### src/csis_pkg.sv
// csis_pkg: shared constants and types for the sequencer block
// assumes one core clock domain and a wishbone register slave
package csis_pkg;
   // ----------------------------------------------------------------
   // widths and reset values
   // ----------------------------------------------------------------
   localparam int          PC_W      = 11;
   localparam int          SP_W      = 4;
   // pc holds the offset inside program space; offset 0 is 0x800
   localparam logic [11:0] PROG_BASE = 12'h800;
   localparam logic [10:0] PC_RST    = 11'h000;
   localparam logic [3:0]  SP_RST    = 4'hF;
   localparam logic [7:0]  STK_BASE  = 8'h30;
   localparam logic [5:0]  SR_RST    = 6'h00;
   localparam logic [10:0] BR_BIAS   = 11'h01F;
   // ----------------------------------------------------------------
   // register offsets (byte addresses) and status bit positions
   // ----------------------------------------------------------------
   localparam logic [3:0]  ADR_SP    = 4'h0;
   localparam logic [3:0]  ADR_SR    = 4'h4;
   localparam logic [3:0]  ADR_PEND  = 4'h8;
   localparam logic [3:0]  ADR_PC    = 4'hC;
   localparam int          F_C       = 0;
   localparam int          F_H       = 1;
   localparam int          F_Z       = 2;
   localparam int          F_N       = 3;
   localparam int          F_G       = 4;
   localparam int          F_R       = 5;
   // ----------------------------------------------------------------
   // commands, addressing modes, states
   // ----------------------------------------------------------------
   typedef enum logic [3:0] {
      OP_NEXT, OP_CALL, OP_RET, OP_IRQ_EXIT, OP_TRAP, OP_JUMP, OP_BRANCH,
      OP_SETG, OP_LDC, OP_FLIP_CARRY_BIT, OP_SETC, OP_CLRC
   } csis_op_t;
   typedef enum logic [1:0] {
      AM_INDEXED, AM_INDIRECT, AM_DIRECT, AM_ABS
   } csis_mode_t;
   typedef enum logic [2:0] {
      ST_IDLE, ST_PUSH_LO, ST_PUSH_HI, ST_VECTOR,
      ST_POP_HI, ST_POP_LO, ST_POP_END
   } csis_state_t;
endpackage

### src/csis_core.sv
// csis_core: program counter, hardware stack, status word and
// interrupt entry/exit sequencer of an 8-bit accumulator core
// assumes a data ram with one-cycle registered read for the stack
// What this block does
// 11-bit pc, resets to offset 0x000 (address 0x800)
// 4-bit stack pointer into 0x30-0x3F
// stack pointer resets to 0xF
// push lowers stack pointer by two
// pull raises stack pointer by two
// pointer always names next free slot
// call pushes return address, low byte first
// subroutine exit reloads pc from stack
// carry from alu, rotates, load, flip
// half carry from nibble overflow
// zero flag set on zero result
// negative flag copies result msb
// mask clear: requests only pend
// reset clears mask; software alone sets
// interrupt entry within five cycles, clears mask
// interrupt exit pops pc, sets mask
// four sources; trap ignores the mask
// trap entry same as maskable entry
// priority pin change, timer0, timer1, trap
// indexed: 8-bit offset plus pointer low bits
// direct and indirect operand forms
// absolute: 11-bit address from two bytes
// pointer bit 11 picks data or program
// short branch displacement -31 to +32
// vectors are parameters; pending until vector
`timescale 1ns/10ps
module csis_core import csis_pkg::*; #(
   parameter logic [10:0] VEC_PIN  = 11'h7F0,
   parameter logic [10:0] VEC_T0   = 11'h7F2,
   parameter logic [10:0] VEC_T1   = 11'h7F4,
   parameter logic [10:0] VEC_TRAP = 11'h7F6
) (
   input  wire logic             core_clk,
   input  wire logic             srst,
   input  wire logic             opValid,
   input  wire logic [3:0]       opKind,
   input  wire logic [7:0]       opA,
   input  wire logic [7:0]       opB,
   input  wire logic             aluWe,
   input  wire logic [7:0]       aluRes,
   input  wire logic             aluCarry,
   input  wire logic             aluHalf,
   input  wire logic             updC,
   input  wire logic             updH,
   input  wire logic [2:0]       irqReq,
   input  wire logic [11:0]      xPtr,
   input  wire logic [1:0]       addrMode,
   input  wire logic [7:0]       stkRdData,
   input  wire logic             wb_cyc_i,
   input  wire logic             wb_stb_i,
   input  wire logic             wb_we_i,
   input  wire logic [3:0]       wb_adr_i,
   input  wire logic [3:0]       wb_sel_i,
   input  wire logic [31:0]      wb_dat_i,
   output logic [31:0]           wb_dat_o,
   output logic                  wb_ack_o,
   output logic                  busy,
   output logic [PC_W-1:0]       progCounter,
   output logic [5:0]            statusWord,
   output logic                  stkWe,
   output logic                  stkRe,
   output logic [7:0]            stkAddr,
   output logic [7:0]            stkWrData,
   output logic [11:0]           effAddr
);
   // ----------------------------------------------------------------
   // state
   // ----------------------------------------------------------------
   csis_state_t       state;
   csis_state_t       next_state;
   logic [SP_W-1:0]   stackPointer;
   logic [SP_W-1:0]   next_sp;
   logic [PC_W-1:0]   next_pc;
   logic [PC_W-1:0]   target;
   logic [2:0]        pend;
   logic              trapPend;
   logic              isCall;
   logic              isReti;
   logic [2:0]        hiByte;
   logic [SP_W-1:0]   spOff;

   // ----------------------------------------------------------------
   // decode
   // ----------------------------------------------------------------
   wire idle      = (state == ST_IDLE);
   wire take      = idle && opValid;
   wire maskOn    = statusWord[F_G];
   // only a masked-on request or a trap may start an entry
   wire irqGo     = idle && !opValid
                    && (trapPend || (maskOn && |pend));
   wire selPin    = maskOn && pend[2];
   wire selT0     = maskOn && !pend[2] && pend[1];
   wire selT1     = maskOn && pend[2:1] == 2'b00 && pend[0];
   wire selTrap   = !(selPin || selT0 || selT1);
   wire inVector  = (state == ST_VECTOR);
   wire [2:0] clrPend = inVector ? {selPin, selT0, selT1} : 3'b000;
   wire [10:0] vecAddr = selPin ? VEC_PIN :
                         selT0  ? VEC_T0  :
                         selT1  ? VEC_T1  : VEC_TRAP;
   wire [10:0] absAddr = {opB[2:0], opA};
   wire [10:0] brAddr  = progCounter + {3'h0, 2'b00, opA[5:0]}
                         - BR_BIAS;
   wire [10:0] popAddr = {hiByte, stkRdData};

   // ----------------------------------------------------------------
   // register bus decode
   // ----------------------------------------------------------------
   wire wbHit    = wb_cyc_i && wb_stb_i && !wb_ack_o;
   wire wbWr     = wbHit && wb_we_i && wb_sel_i[0];
   wire wrSp     = wbWr && wb_adr_i == ADR_SP;
   wire wrSr     = wbWr && wb_adr_i == ADR_SR;
   wire [31:0] rdMux =
      wb_adr_i == ADR_SP   ? {28'h0, stackPointer} :
      wb_adr_i == ADR_SR   ? {26'h0, statusWord} :
      wb_adr_i == ADR_PEND ? {28'h0, trapPend, pend} :
      wb_adr_i == ADR_PC   ? {21'h0, progCounter} : 32'h0;

   // ----------------------------------------------------------------
   // sequencer next state, pc and stack pointer
   // ----------------------------------------------------------------
   always_comb begin
      next_state = state;
      next_pc    = progCounter;
      next_sp    = wrSp ? wb_dat_i[SP_W-1:0] : stackPointer;
      case (state)
         ST_IDLE: begin
            if (take) begin
               case (opKind)
                  OP_NEXT:   next_pc = progCounter + 11'h001;
                  OP_JUMP:   next_pc = absAddr;
                  OP_BRANCH: next_pc = brAddr;
                  OP_CALL, OP_TRAP: next_state = ST_PUSH_LO;
                  OP_RET, OP_IRQ_EXIT:  next_state = ST_POP_HI;
                  default: ;
               endcase
            end else if (irqGo) begin
               next_state = ST_PUSH_LO;
            end
         end
         ST_PUSH_LO: next_state = ST_PUSH_HI;
         ST_PUSH_HI: begin
            next_sp    = stackPointer - 4'h2;
            next_state = isCall ? ST_IDLE : ST_VECTOR;
            if (isCall) begin
               next_pc = target;
            end
         end
         ST_VECTOR: begin
            next_pc    = vecAddr;
            next_state = ST_IDLE;
         end
         ST_POP_HI: next_state = ST_POP_LO;
         ST_POP_LO: next_state = ST_POP_END;
         ST_POP_END: begin
            next_sp    = stackPointer + 4'h2;
            next_pc    = popAddr;
            next_state = ST_IDLE;
         end
         default: next_state = ST_IDLE;
      endcase
   end

   // stack slot offset for the access about to be issued
   always_comb begin
      case (next_state)
         ST_PUSH_HI: spOff = stackPointer - 4'h1;
         ST_POP_HI:  spOff = stackPointer + 4'h1;
         ST_POP_LO:  spOff = stackPointer + 4'h2;
         default:    spOff = stackPointer;
      endcase
   end

   wire nextWe = next_state == ST_PUSH_LO || next_state == ST_PUSH_HI;
   wire nextRe = next_state == ST_POP_HI || next_state == ST_POP_LO;
   // low byte leaves first so the pull sees high byte first
   wire [7:0] nextWrData = next_state == ST_PUSH_HI ?
                           {5'h00, progCounter[10:8]} :
                           progCounter[7:0];

   // ----------------------------------------------------------------
   // sequencer registers
   // ----------------------------------------------------------------
   always_ff @(posedge core_clk) begin
      if (srst) begin
         state        <= ST_IDLE;
         progCounter  <= PC_RST;
         stackPointer <= SP_RST;
         busy         <= 1'b0;
      end else begin
         state        <= next_state;
         progCounter  <= next_pc;
         stackPointer <= next_sp;
         busy         <= next_state != ST_IDLE;
      end
   end

   // stack port, registered so the ram sees clean strobes
   always_ff @(posedge core_clk) begin
      if (srst) begin
         stkWe     <= 1'b0;
         stkRe     <= 1'b0;
         stkAddr   <= STK_BASE;
         stkWrData <= 8'h00;
      end else begin
         stkWe     <= nextWe;
         stkRe     <= nextRe;
         stkAddr   <= STK_BASE | {4'h0, spOff};
         stkWrData <= nextWrData;
      end
   end

   // command context held across the multi-cycle sequences
   always_ff @(posedge core_clk) begin
      if (srst) begin
         target <= PC_RST;
         isCall <= 1'b0;
         isReti <= 1'b0;
         hiByte <= 3'h0;
      end else begin
         if (idle) begin
            target <= absAddr;
            isCall <= take && opKind == OP_CALL;
            isReti <= take && opKind == OP_IRQ_EXIT;
         end
         if (state == ST_POP_LO) begin
            hiByte <= stkRdData[2:0];
         end
      end
   end

   // ----------------------------------------------------------------
   // pending requests; a new request beats the clear
   // ----------------------------------------------------------------
   always_ff @(posedge core_clk) begin
      if (srst) begin
         pend     <= 3'b000;
         trapPend <= 1'b0;
      end else begin
         pend <= (pend & ~clrPend) | irqReq;
         if (take && opKind == OP_TRAP) begin
            trapPend <= 1'b1;
         end else if (inVector && selTrap) begin
            trapPend <= 1'b0;
         end
      end
   end

   // ----------------------------------------------------------------
   // status word; alu update wins over a bus write
   // ----------------------------------------------------------------
   always_ff @(posedge core_clk) begin
      if (srst) begin
         statusWord <= SR_RST;
      end else begin
         if (wrSr) begin
            statusWord <= wb_dat_i[5:0];
         end
         if (aluWe) begin
            statusWord[F_Z] <= aluRes == 8'h00;
            statusWord[F_N] <= aluRes[7];
            if (updC) begin
               statusWord[F_C] <= aluCarry;
            end
            if (updH) begin
               statusWord[F_H] <= aluHalf;
            end
         end
         if (take) begin
            case (opKind)
               OP_SETG: statusWord[F_G] <= 1'b1;
               OP_LDC:  statusWord[F_C] <= opA[0];
               OP_FLIP_CARRY_BIT: statusWord[F_C] <= ~statusWord[F_C];
               OP_SETC: statusWord[F_C] <= 1'b1;
               OP_CLRC: statusWord[F_C] <= 1'b0;
               default: ;
            endcase
         end
         if (inVector) begin
            statusWord[F_G] <= 1'b0;
         end
         if (state == ST_POP_END && isReti) begin
            statusWord[F_G] <= 1'b1;
         end
      end
   end

   // ----------------------------------------------------------------
   // operand address forms; in indexed mode bit 11 of the pointer picks the space
   // ----------------------------------------------------------------
   wire [10:0] idxSum = xPtr[10:0] + {3'h0, opA};
   wire [11:0] nextEff =
      addrMode == AM_INDEXED  ? {xPtr[11], idxSum} :
      addrMode == AM_INDIRECT ? {4'h0, xPtr[7:0]} :
      addrMode == AM_DIRECT   ? {4'h0, opA} :
                                (PROG_BASE | {1'b0, absAddr});

   always_ff @(posedge core_clk) begin
      if (srst) begin
         effAddr <= 12'h000;
      end else begin
         effAddr <= nextEff;
      end
   end

   // ----------------------------------------------------------------
   // wishbone slave: answer one cycle after the request
   // ----------------------------------------------------------------
   always_ff @(posedge core_clk) begin
      if (srst) begin
         wb_ack_o <= 1'b0;
         wb_dat_o <= 32'h0;
      end else begin
         wb_ack_o <= wbHit;
         wb_dat_o <= wbHit ? rdMux : 32'h0;
      end
   end
endmodule // csis_core

### config.mk
export PLATFORM = sky130hd
export DESIGN_NAME = csis_core
export DESIGN_NICKNAME = d
export VERILOG_FILES = /design/src/csis_pkg.sv /design/src/csis_core.sv
export SDC_FILE = /design/constraint.sdc
export NUM_CORES = 1
export LEC_CHECK = 0
export BUFFER_PORTS_ARGS = -buffer_cell sky130_fd_sc_hd__clkbuf_2
export CAP_MARGIN = 40
export CORE_AREA = 2 2 106 108
export DETAILED_ROUTE_END_ITERATION = 6
export DIE_AREA = 0 0 108 110
export HOLD_SLACK_MARGIN = 0.05
export PLACE_DENSITY = 0.76
export SYNTH_ARGS = -nofsm -noshare
export SYNTH_HDL_FRONTEND = slang
export SYNTH_SLANG_ARGS = --single-unit
### constraint.sdc
create_clock -name core_clk -period 3.35 [get_ports core_clk]
set_clock_uncertainty 0.15 [all_clocks]
set_input_delay 0.1675 -clock core_clk [delete_from_list [all_inputs] [get_ports core_clk]]
set_output_delay 0.1675 -clock core_clk [all_outputs]
set_load 0.01 [all_outputs]
==> impl.org, run 1 <==
** Global route
- The first global-routing pass estimated 24,700 um of wire.
- Routing usage on met1 :: 34.0%
- GRT overflow :: 0
- Met3 Use GR :: 6.35%
- For this run, the total global-route usage over all layers was measured as 26.5%.
- Met2 routing resource usage after global routing :: 43.0%
- Pin count of the biggest net entering global routing :: 39
- The via count of the first global-routing pass is 5,058.
- The initial antenna violation count came to 0.
- GR peak layer :: met2

** Timing
- Period Utilization, post-route :: 91.9%
- Maximum clock rate :: 325 MHz
- Least-Margin Pin Slew :: 0.838 ns
- Setup violations remaining at the end of the flow were counted as 0.
- Setup repair after global routing left no endpoint under its margin.
- Setup_tns :: 0 ns
- The hold violation total from the final report is 0.
- Setup slack closes at 0.273 ns.
- The total count of max-transition violations in the final report is 0.
- Relative slew slack :: 44.2%
- The clock period could shrink to 3.08 ns.

** Synth
- After synthesis the cells add up to 0.00535 sq mm.
- Total of warnings raised by yosys :: 0
- Synthesized netlist cell count :: 648
- Yosys cell types :: 74
- Synth Register Bits :: 83
- For this run, the leading register cell type out of synthesis is sky130_fd_sc_hd__dfxtp_1.
- Yosys mapped a number of flops with a built-in enable equal to 0.
- A synthesized cell averages 8.26 sq um.
- Of the synthesized area, sequential elements account for 31.0%.
- After synthesis, the share of flip-flops with an asynchronous set or reset is 0%.

** Final layout
- The library cell used most frequently in the layout, excluding fill and tap cells, is sky130_fd_sc_hd__clkbuf_2.
- Fraction of final layout cells with drive strength greater than 1 :: 20.7%
- Total number of nets in the final design :: 942
- Registers take 0.00166 sq mm.
- In the final layout, the multi-input gates occupy 0.00331 sq mm.
- From synthesis to final layout, the design area changed by 23.1%.
- Most frequent cells in the layout :: sky130_fd_sc_hd__clkbuf_2 (125), sky130_fd_sc_hd__dfxtp_1 (83), sky130_fd_sc_hd__nand2_1 (63)
- The repair_antennas step left the layout with diodes totalling 0.
- After filler insertion, the fill cell instance count of the layout stands at 948.
- Cells fill 61.6% of the core in the end.

** Floorplan
- Core area :: 0.0107 sq mm
- Standard-cell rows :: 38
- For this configuration, the core starts out at a cell density of 50.0%.
- Pin placement for this block handled 185 I/O pins.
- Chip Height :: 110 um
- Area of the die :: 0.0119 sq mm
- Measured along the x axis, the die boundary spans 108 um.

** Worst setup path
- Along the worst path, the maximum fanout reaches 6.
- Data on the critical path arrives at its endpoint at 3.19 ns.
- The critical path is of the in -> reg type.
- Among all stages on the critical path, the largest delay is contributed by sky130_fd_sc_hd__dlygate4sd3_1.
- STA puts the critical path data required time at 3.46 ns.
- Type of element launching the critical path :: input port
- Broken down by cell family, the worst path's largest delay share belongs to buffers and inverters.
- Sum of buffers and inverters on the critical path :: 4
- Crit path capture type :: flop
- For this run, the slowest stage of the critical path takes 0.56 ns.
- Traced cell by cell, the critical path runs through dlygate4sd3_1 -> clkbuf_2 -> ha_1 -> inv_1 -> fa_1 -> nor2b_1 -> o21ai_0 -> a21o_1 -> a211oi_1 -> xnor2_1 -> o21ai_0 -> dlygate4sd3_1.

** Detailed routing
- Number of vias after detailed routing :: 5,389
- For this block, the routed nets add up to 15,800 um of wire.
- Using the TritonRoute via totals, the vias-per-cell ratio works out to 5.70.
- First-pass iteration count of the detailed router :: 4
- Dividing the detail-routed wire length by the instance count gives 16.7 um.
- DR DRC count :: 0
- Antenna viol nets, final :: 0
- Violation count after the first detailed-routing iteration :: 361

** Clock network
- At the later pin of the worst-skew pair, clock insertion delay measures 0.37 ns.
- The longest clock path from root to sink contains 2 buffers.
- The number of gates resized after CTS was 0.
- Clock tree from TritonCTS :: done
- Clock edge transition at the registers on the reported setup and hold paths :: 0.08 ns
- CTS buffer count :: 9
- Depth of the CTS H-tree :: 3
- CTS sink cnt :: 83
- The tree is rooted in a sky130_fd_sc_hd__clkbuf_8.
- Setup fix buffers added after clock tree synthesis :: 0

** Place
- HPWL reported at the end of detailed placement :: 11,200 um
- Setup slack at placement :: 0.690 ns
- The count of buffers added on input and output ports is 125.
- At the end of routability-driven placement, the weighted congestion stood at 0.883.

** Pwr
- For this design the ratio of total power to cell area is 423 mW/mm^2.
- Peak supply drop :: 315 uV
- In this run the static leakage power is 2.93 nW.

** Flow run
- # Max-Cap Violations :: 0

** Status
- The flow ran to the end, and the final reports show no timing, DRC or antenna violations.

** Hold path
- The path class of the tightest hold or removal check is in -> reg.
==> layout make-up <==
class	count	area share (%)
flip-flops and latches	83	25.2
well taps	140	2.66
repair buffers	178	17.2
clock buffers	11	1.99
inverters	33	1.88
multi-input cells	496	50.3
clock inverters	4	0.798
==> layer usage <==
metal	part of all wire, %	wire length, um	vias to the layer above
li1	-	-	2571
met5	0	0	-
met1	42	6660	2528
met2	47	7460	254
met3	8.0	1270	36
met4	2.7	419	0
==> registers in the layout, indices dropped and copies added, names as in the netlist, 3 cells and up <==
register      count
wb_dat_o         11
target           11
effAddr          12
stackPointer      4
hiByte            3
pend              3
stkAddr           4
stkWrData         8
progCounter      11
statusWord        6
state             3
==> Yosys cell counts (6+ instances only) <==
master | count | area, sq um
sky130_fd_sc_hd__dfxtp_1 | 83 | 1660
sky130_fd_sc_hd__nand2_1 | 63 | 236
sky130_fd_sc_hd__a21oi_1 | 61 | 305
sky130_fd_sc_hd__nor2_1 | 54 | 203
sky130_fd_sc_hd__ha_1 | 34 | 425
sky130_fd_sc_hd__inv_1 | 32 | 120
sky130_fd_sc_hd__o21ai_0 | 27 | 135
sky130_fd_sc_hd__buf_4 | 25 | 188
sky130_fd_sc_hd__mux2i_1 | 21 | 210
sky130_fd_sc_hd__nand3_1 | 20 | 100
sky130_fd_sc_hd__xnor2_1 | 18 | 158
sky130_fd_sc_hd__a211oi_1 | 16 | 120
sky130_fd_sc_hd__clkbuf_1 | 16 | 60.1
sky130_fd_sc_hd__buf_2 | 13 | 65.1
sky130_fd_sc_hd__nor3_1 | 12 | 60.1
sky130_fd_sc_hd__nor2b_1 | 10 | 62.6
sky130_fd_sc_hd__and2_1 | 8 | 50.1
sky130_fd_sc_hd__nand2b_1 | 8 | 50.1
sky130_fd_sc_hd__xor2_1 | 7 | 61.3
sky130_fd_sc_hd__a21o_1 | 6 | 45.0
sky130_fd_sc_hd__a221oi_1 | 6 | 52.6
sky130_fd_sc_hd__a22oi_1 | 6 | 45.0
==> logic make-up (layout without fill, tap and decap cells) <==
family	after synthesis	count (layout)	share of synthesized area, %
flops	83	83	31.0
xor+xnor	25	25	4.09
simple gates	210	210	19.3
buf+inv	92	226	8.65
other cells	2	25	0.140
mux	28	28	6.24
fa+ha+maj	37	37	9.07
compound gates	171	171	21.4
==> worst paths after layout <==
check,start,endpoint,slack [ns],depth (start not counted)
max,opA[0],effAddr[10],0.27,12
min,opKind[0],isReti,0.07,3
max reg2reg,progCounter[0],progCounter[9],0.61,12
min reg2reg,target[5],target[5],0.31,2
==> worst min-delay path, stage by stage <==
cell and delay, ns:
sky130_fd_sc_hd__clkbuf_2 0.20, sky130_fd_sc_hd__a22oi_1 0.10, sky130_fd_sc_hd__nor2_1 0.08
==> where the power goes <==
part	internal (mW)	switching, mW
combinational	0.399	0.537
sequential	1.07	0.0710
clock	0.341	0.368
==> per-stage QoR <==
step	power [mW]	std cells	area (sq um)	hold WS [ns]
after floorplan	1.79	671	5440	0.126
after global placement	2.01	886	5970	0.253
after detailed placement	2.04	887	5970	0.256
after CTS	2.78	945	6590	0.0589
after global routing	2.94	945	6590	0.0872
final	2.79	945	6590	0.0655
==> repair_timing <==
item	in CTS	in global routing
hold endpoints to repair	40	0
setup endpoints to repair	0	0
hold buffers	43	0
Note: power is estimated with default switching activity, not from simulation.
==> run 2, diff against run 1 <==
GPL_TIMING_DRIVEN = 0   (was unset)
==> impl.org, run 2 (same netlist as run 1, synthesis figures left out) <==
** Final layout
- Area grow syn2layout :: 27.8% (was 23.1%)
- The most common library cell in the layout ignoring fill and taps is sky130_fd_sc_hd__clkbuf_2 (unchanged).
- Number of flip-flops in the largest register :: 12 (unchanged)
- Most frequent cells in the layout :: sky130_fd_sc_hd__clkbuf_2 (122), sky130_fd_sc_hd__dfxtp_1 (83), sky130_fd_sc_hd__nand2_1 (63) (was sky130_fd_sc_hd__clkbuf_2 (125), sky130_fd_sc_hd__dfxtp_1 (83), sky130_fd_sc_hd__nand2_1 (63))
- Fraction of final layout cells with drive strength greater than 1 :: 22.9% (was 20.7%)
- ANT cells :: 0 (unchanged)
- The post-layout net count is 987 (was 942).
- Reg with most FFs :: effAddr (unchanged)

** Global route
- GRT overflow :: 0 (unchanged)
- Number of global-route vias before repair :: 5,248 (was 5,058)
- Initial antenna violation count :: 0 (unchanged)
- Global-route wire length before repair :: 26,100 um (was 24,700 um)
- The pin count of the biggest net entering global routing came to 15 (was 39).
- The total routing resource utilization after global routing was 28.5% (was 26.5%).

** Worst setup path
- Type of element launching the critical path :: input port (unchanged)
- Worst Path Class, Setup :: in -> reg (unchanged)
- Data arrival at the endpoint of the critical path :: 3.10 ns (was 3.19 ns)
- Worst-path fanout max :: 6 (unchanged)
- Crit path capture type :: flop (unchanged)
- Crit path required time :: 3.46 ns (about the same)

** Pwr
- Internal power contribution :: 1.83 mW (was 1.81 mW)
- The peak ir drop on the vdd network was 254 uV (was 315 uV).
- The combinational group share of total power is 34.1% (was 33.6%).
- Leakage power summed over all cells :: 3.10 nW (was 2.93 nW)
- The relative contribution of the clock network to total power was 25.8% (was 25.5%).
- The power density over the cells is 418 mW/mm^2 (was 423 mW/mm^2).
- The reported net switching power is 1.02 mW (was 0.976 mW).
- Sequential cell fraction of total power :: 40.1% (was 40.9%)
- The net switching fraction of the power was 35.9% (was 35.1%).

** Floorplan
- The total I/O pin count came to 185 (unchanged).
- The floorplan die area is 0.0119 sq mm (unchanged).
- Core area :: 0.0107 sq mm (unchanged)
- The starting density of the core was 50.0% (unchanged).
- The floorplan die height was 110 um (unchanged).
- The die outline width is 108 um (unchanged).
- Standard-cell rows :: 38 (unchanged)

** Detailed routing
- The residual DRC count was 0 (unchanged).
- Violation count after the first detailed-routing iteration :: 380 (was 361)
- Routed vias/inst :: 5.64 (was 5.70)
- Antenna viol nets, final :: 0 (unchanged)
- The overall via count from detail_route was 5,591 (was 5,389).
- First-pass iteration count of the detailed router :: 5 (was 4)
- The average wire per cell in the routed design is 17.0 um (was 16.7 um).
- Total wire length after detailed routing :: 16,900 um (was 15,800 um)

** Clock network
- Buffer levels on the longest clock path :: 2 (unchanged)
- The clock tree root driver cell is sky130_fd_sc_hd__clkbuf_8 (unchanged).
- The number of buffers inserted for hold repair after clock tree synthesis came to 42 (was 43).
- Resize count post-CTS :: 0 (unchanged)
- Clock edge transition at the registers on the reported setup and hold paths :: 0.09 ns (was 0.08 ns)
- Clock latency at the later pin of the worst-skew pair :: 0.37 ns (about the same)
- Setup fix buffers added after clock tree synthesis :: 0 (unchanged)
- The TritonCTS buffer count came to 9 (unchanged).
- Clock tree from TritonCTS :: done (unchanged)
- The number of sinks driven by the clock tree was 83 (unchanged).
- The H-tree depth is 3 (unchanged).

** Timing
- Least-Margin Pin Slew :: 0.790 ns (was 0.838 ns)
- Setup repair after global routing missed its margin :: false (unchanged)
- The final setup violation count is 0 (unchanged).
- The relative slew slack was 47.3% (was 44.2%).
- Maximum clock rate :: 334 MHz (was 325 MHz)
- The final-layout setup total negative slack was 0 ns (unchanged).
- The share of the clock period used by the worst path after layout came to 89.3% (was 91.9%).
- The hold violation total from the final report was 0 (unchanged).
- The worst path setup slack after routing is 0.357 ns (was 0.273 ns).
- Final Slew Violations :: 0 (unchanged)
- The time the worst path needs with I/O delays and setup was 2.99 ns (was 3.08 ns).

** Status
- Outcome: completed (unchanged).

** Place
- The number of I/O port buffers was 122 (was 125).
- HPWL reported at the end of detailed placement :: 12,500 um (was 11,200 um)
- The weighted congestion at the end of routability-driven global placement was 0.926 (was 0.883).
- Setup slack at placement :: 0.510 ns (was 0.690 ns)

** Hold path
- Worst min path class :: in -> reg (unchanged)

** Flow run
- # Max-Cap Violations :: 0 (unchanged)
==> run 2: changes by cell type in the layout (fill, tap and decap cells not counted) <==
cell,before,now
sky130_fd_sc_hd__buf_4,10,25
sky130_fd_sc_hd__clkbuf_2,125,122
sky130_fd_sc_hd__buf_6,0,1
sky130_fd_sc_hd__buf_1,0,4
sky130_fd_sc_hd__clkinv_4,0,1
sky130_fd_sc_hd__clkinv_2,0,1
sky130_fd_sc_hd__buf_2,0,13
sky130_fd_sc_hd__dlygate4sd3_1,43,42
sky130_fd_sc_hd__clkbuf_1,2,17
==> run 2: layer usage <==
metal | wire length (um) | track usage (%) | vias up | share of wire (%)
met4 | 574 | 14.5 | 0 | 3.4
li1 | - | - | 2656 | -
met1 | 7120 | 37.0 | 2601 | 42
met3 | 1390 | 3.29 | 51 | 8.2
met5 | 0 | 0 | - | 0
met2 | 7790 | 46.9 | 283 | 46
==> run 2: path summary, 6_finish.rpt <==
kind | cells past startpoint | endpoint | from | slack [ns]
min | 3 | effAddr[4] | xPtr[4] | 0.07
max | 12 | effAddr[10] | opA[0] | 0.36
min reg2reg | 2 | target[0] | target[0] | 0.31
max reg2reg | 12 | progCounter[9] | progCounter[0] | 0.43
==> run 2: final cells by class <==
type | instances | area (sq um)
Fill cell | 921 | 3860
Multi-Input combinational cell | 496 | 3310
Sequential cell | 83 | 1660
Timing Repair Buffer | 164 | 1030
Buffer | 59 | 339
Tap cell | 140 | 175
Clock buffer | 10 | 128
Inverter | 33 | 124
Clock inverter | 6 | 66.3
==> run 2: power by group through the flow <==
stage / logic [mW] / registers [mW] / clock network [mW]
2_1_floorplan: 0.623 / 1.17 / 0
3_3_place_gp: 0.893 / 1.16 / 0
3_5_place_dp: 0.914 / 1.16 / 0
4_1_cts: 0.959 / 1.14 / 0.743
5_1_grt: 1.07 / 1.16 / 0.783
6_report: 0.974 / 1.14 / 0.737
==> run 2: critical path, cell delays in order <==
cell	delay, ns
sky130_fd_sc_hd__dlygate4sd3_1	0.52
sky130_fd_sc_hd__clkbuf_2	0.22
sky130_fd_sc_hd__ha_1	0.24
sky130_fd_sc_hd__inv_1	0.06
sky130_fd_sc_hd__fa_1	0.39
sky130_fd_sc_hd__nor2b_1	0.13
sky130_fd_sc_hd__o21ai_0	0.12
sky130_fd_sc_hd__a21o_1	0.21
sky130_fd_sc_hd__a211oi_1	0.25
sky130_fd_sc_hd__xnor2_1	0.15
sky130_fd_sc_hd__o21ai_0	0.08
sky130_fd_sc_hd__dlygate4sd3_1	0.55
==> run 2: through the flow <==
| stage | cell area (sq um) | std cells | util (%) | power, mW | hold slack (ns) |
|---|---|---|---|---|---|
| 2_1_floorplan | 5440 | 671 | - | 1.79 | 0.126 |
| 3_3_place_gp | 6220 | 933 | 58.2 | 2.05 | 0.256 |
| 3_5_place_dp | 6220 | 933 | 58.2 | 2.08 | 0.254 |
| 4_1_cts | 6840 | 991 | 63.9 | 2.84 | 0.0664 |
| 5_1_grt | 6840 | 991 | 63.9 | 3.01 | 0.0968 |
| 6_report | 6840 | 991 | 63.9 | 2.86 | 0.0686 |
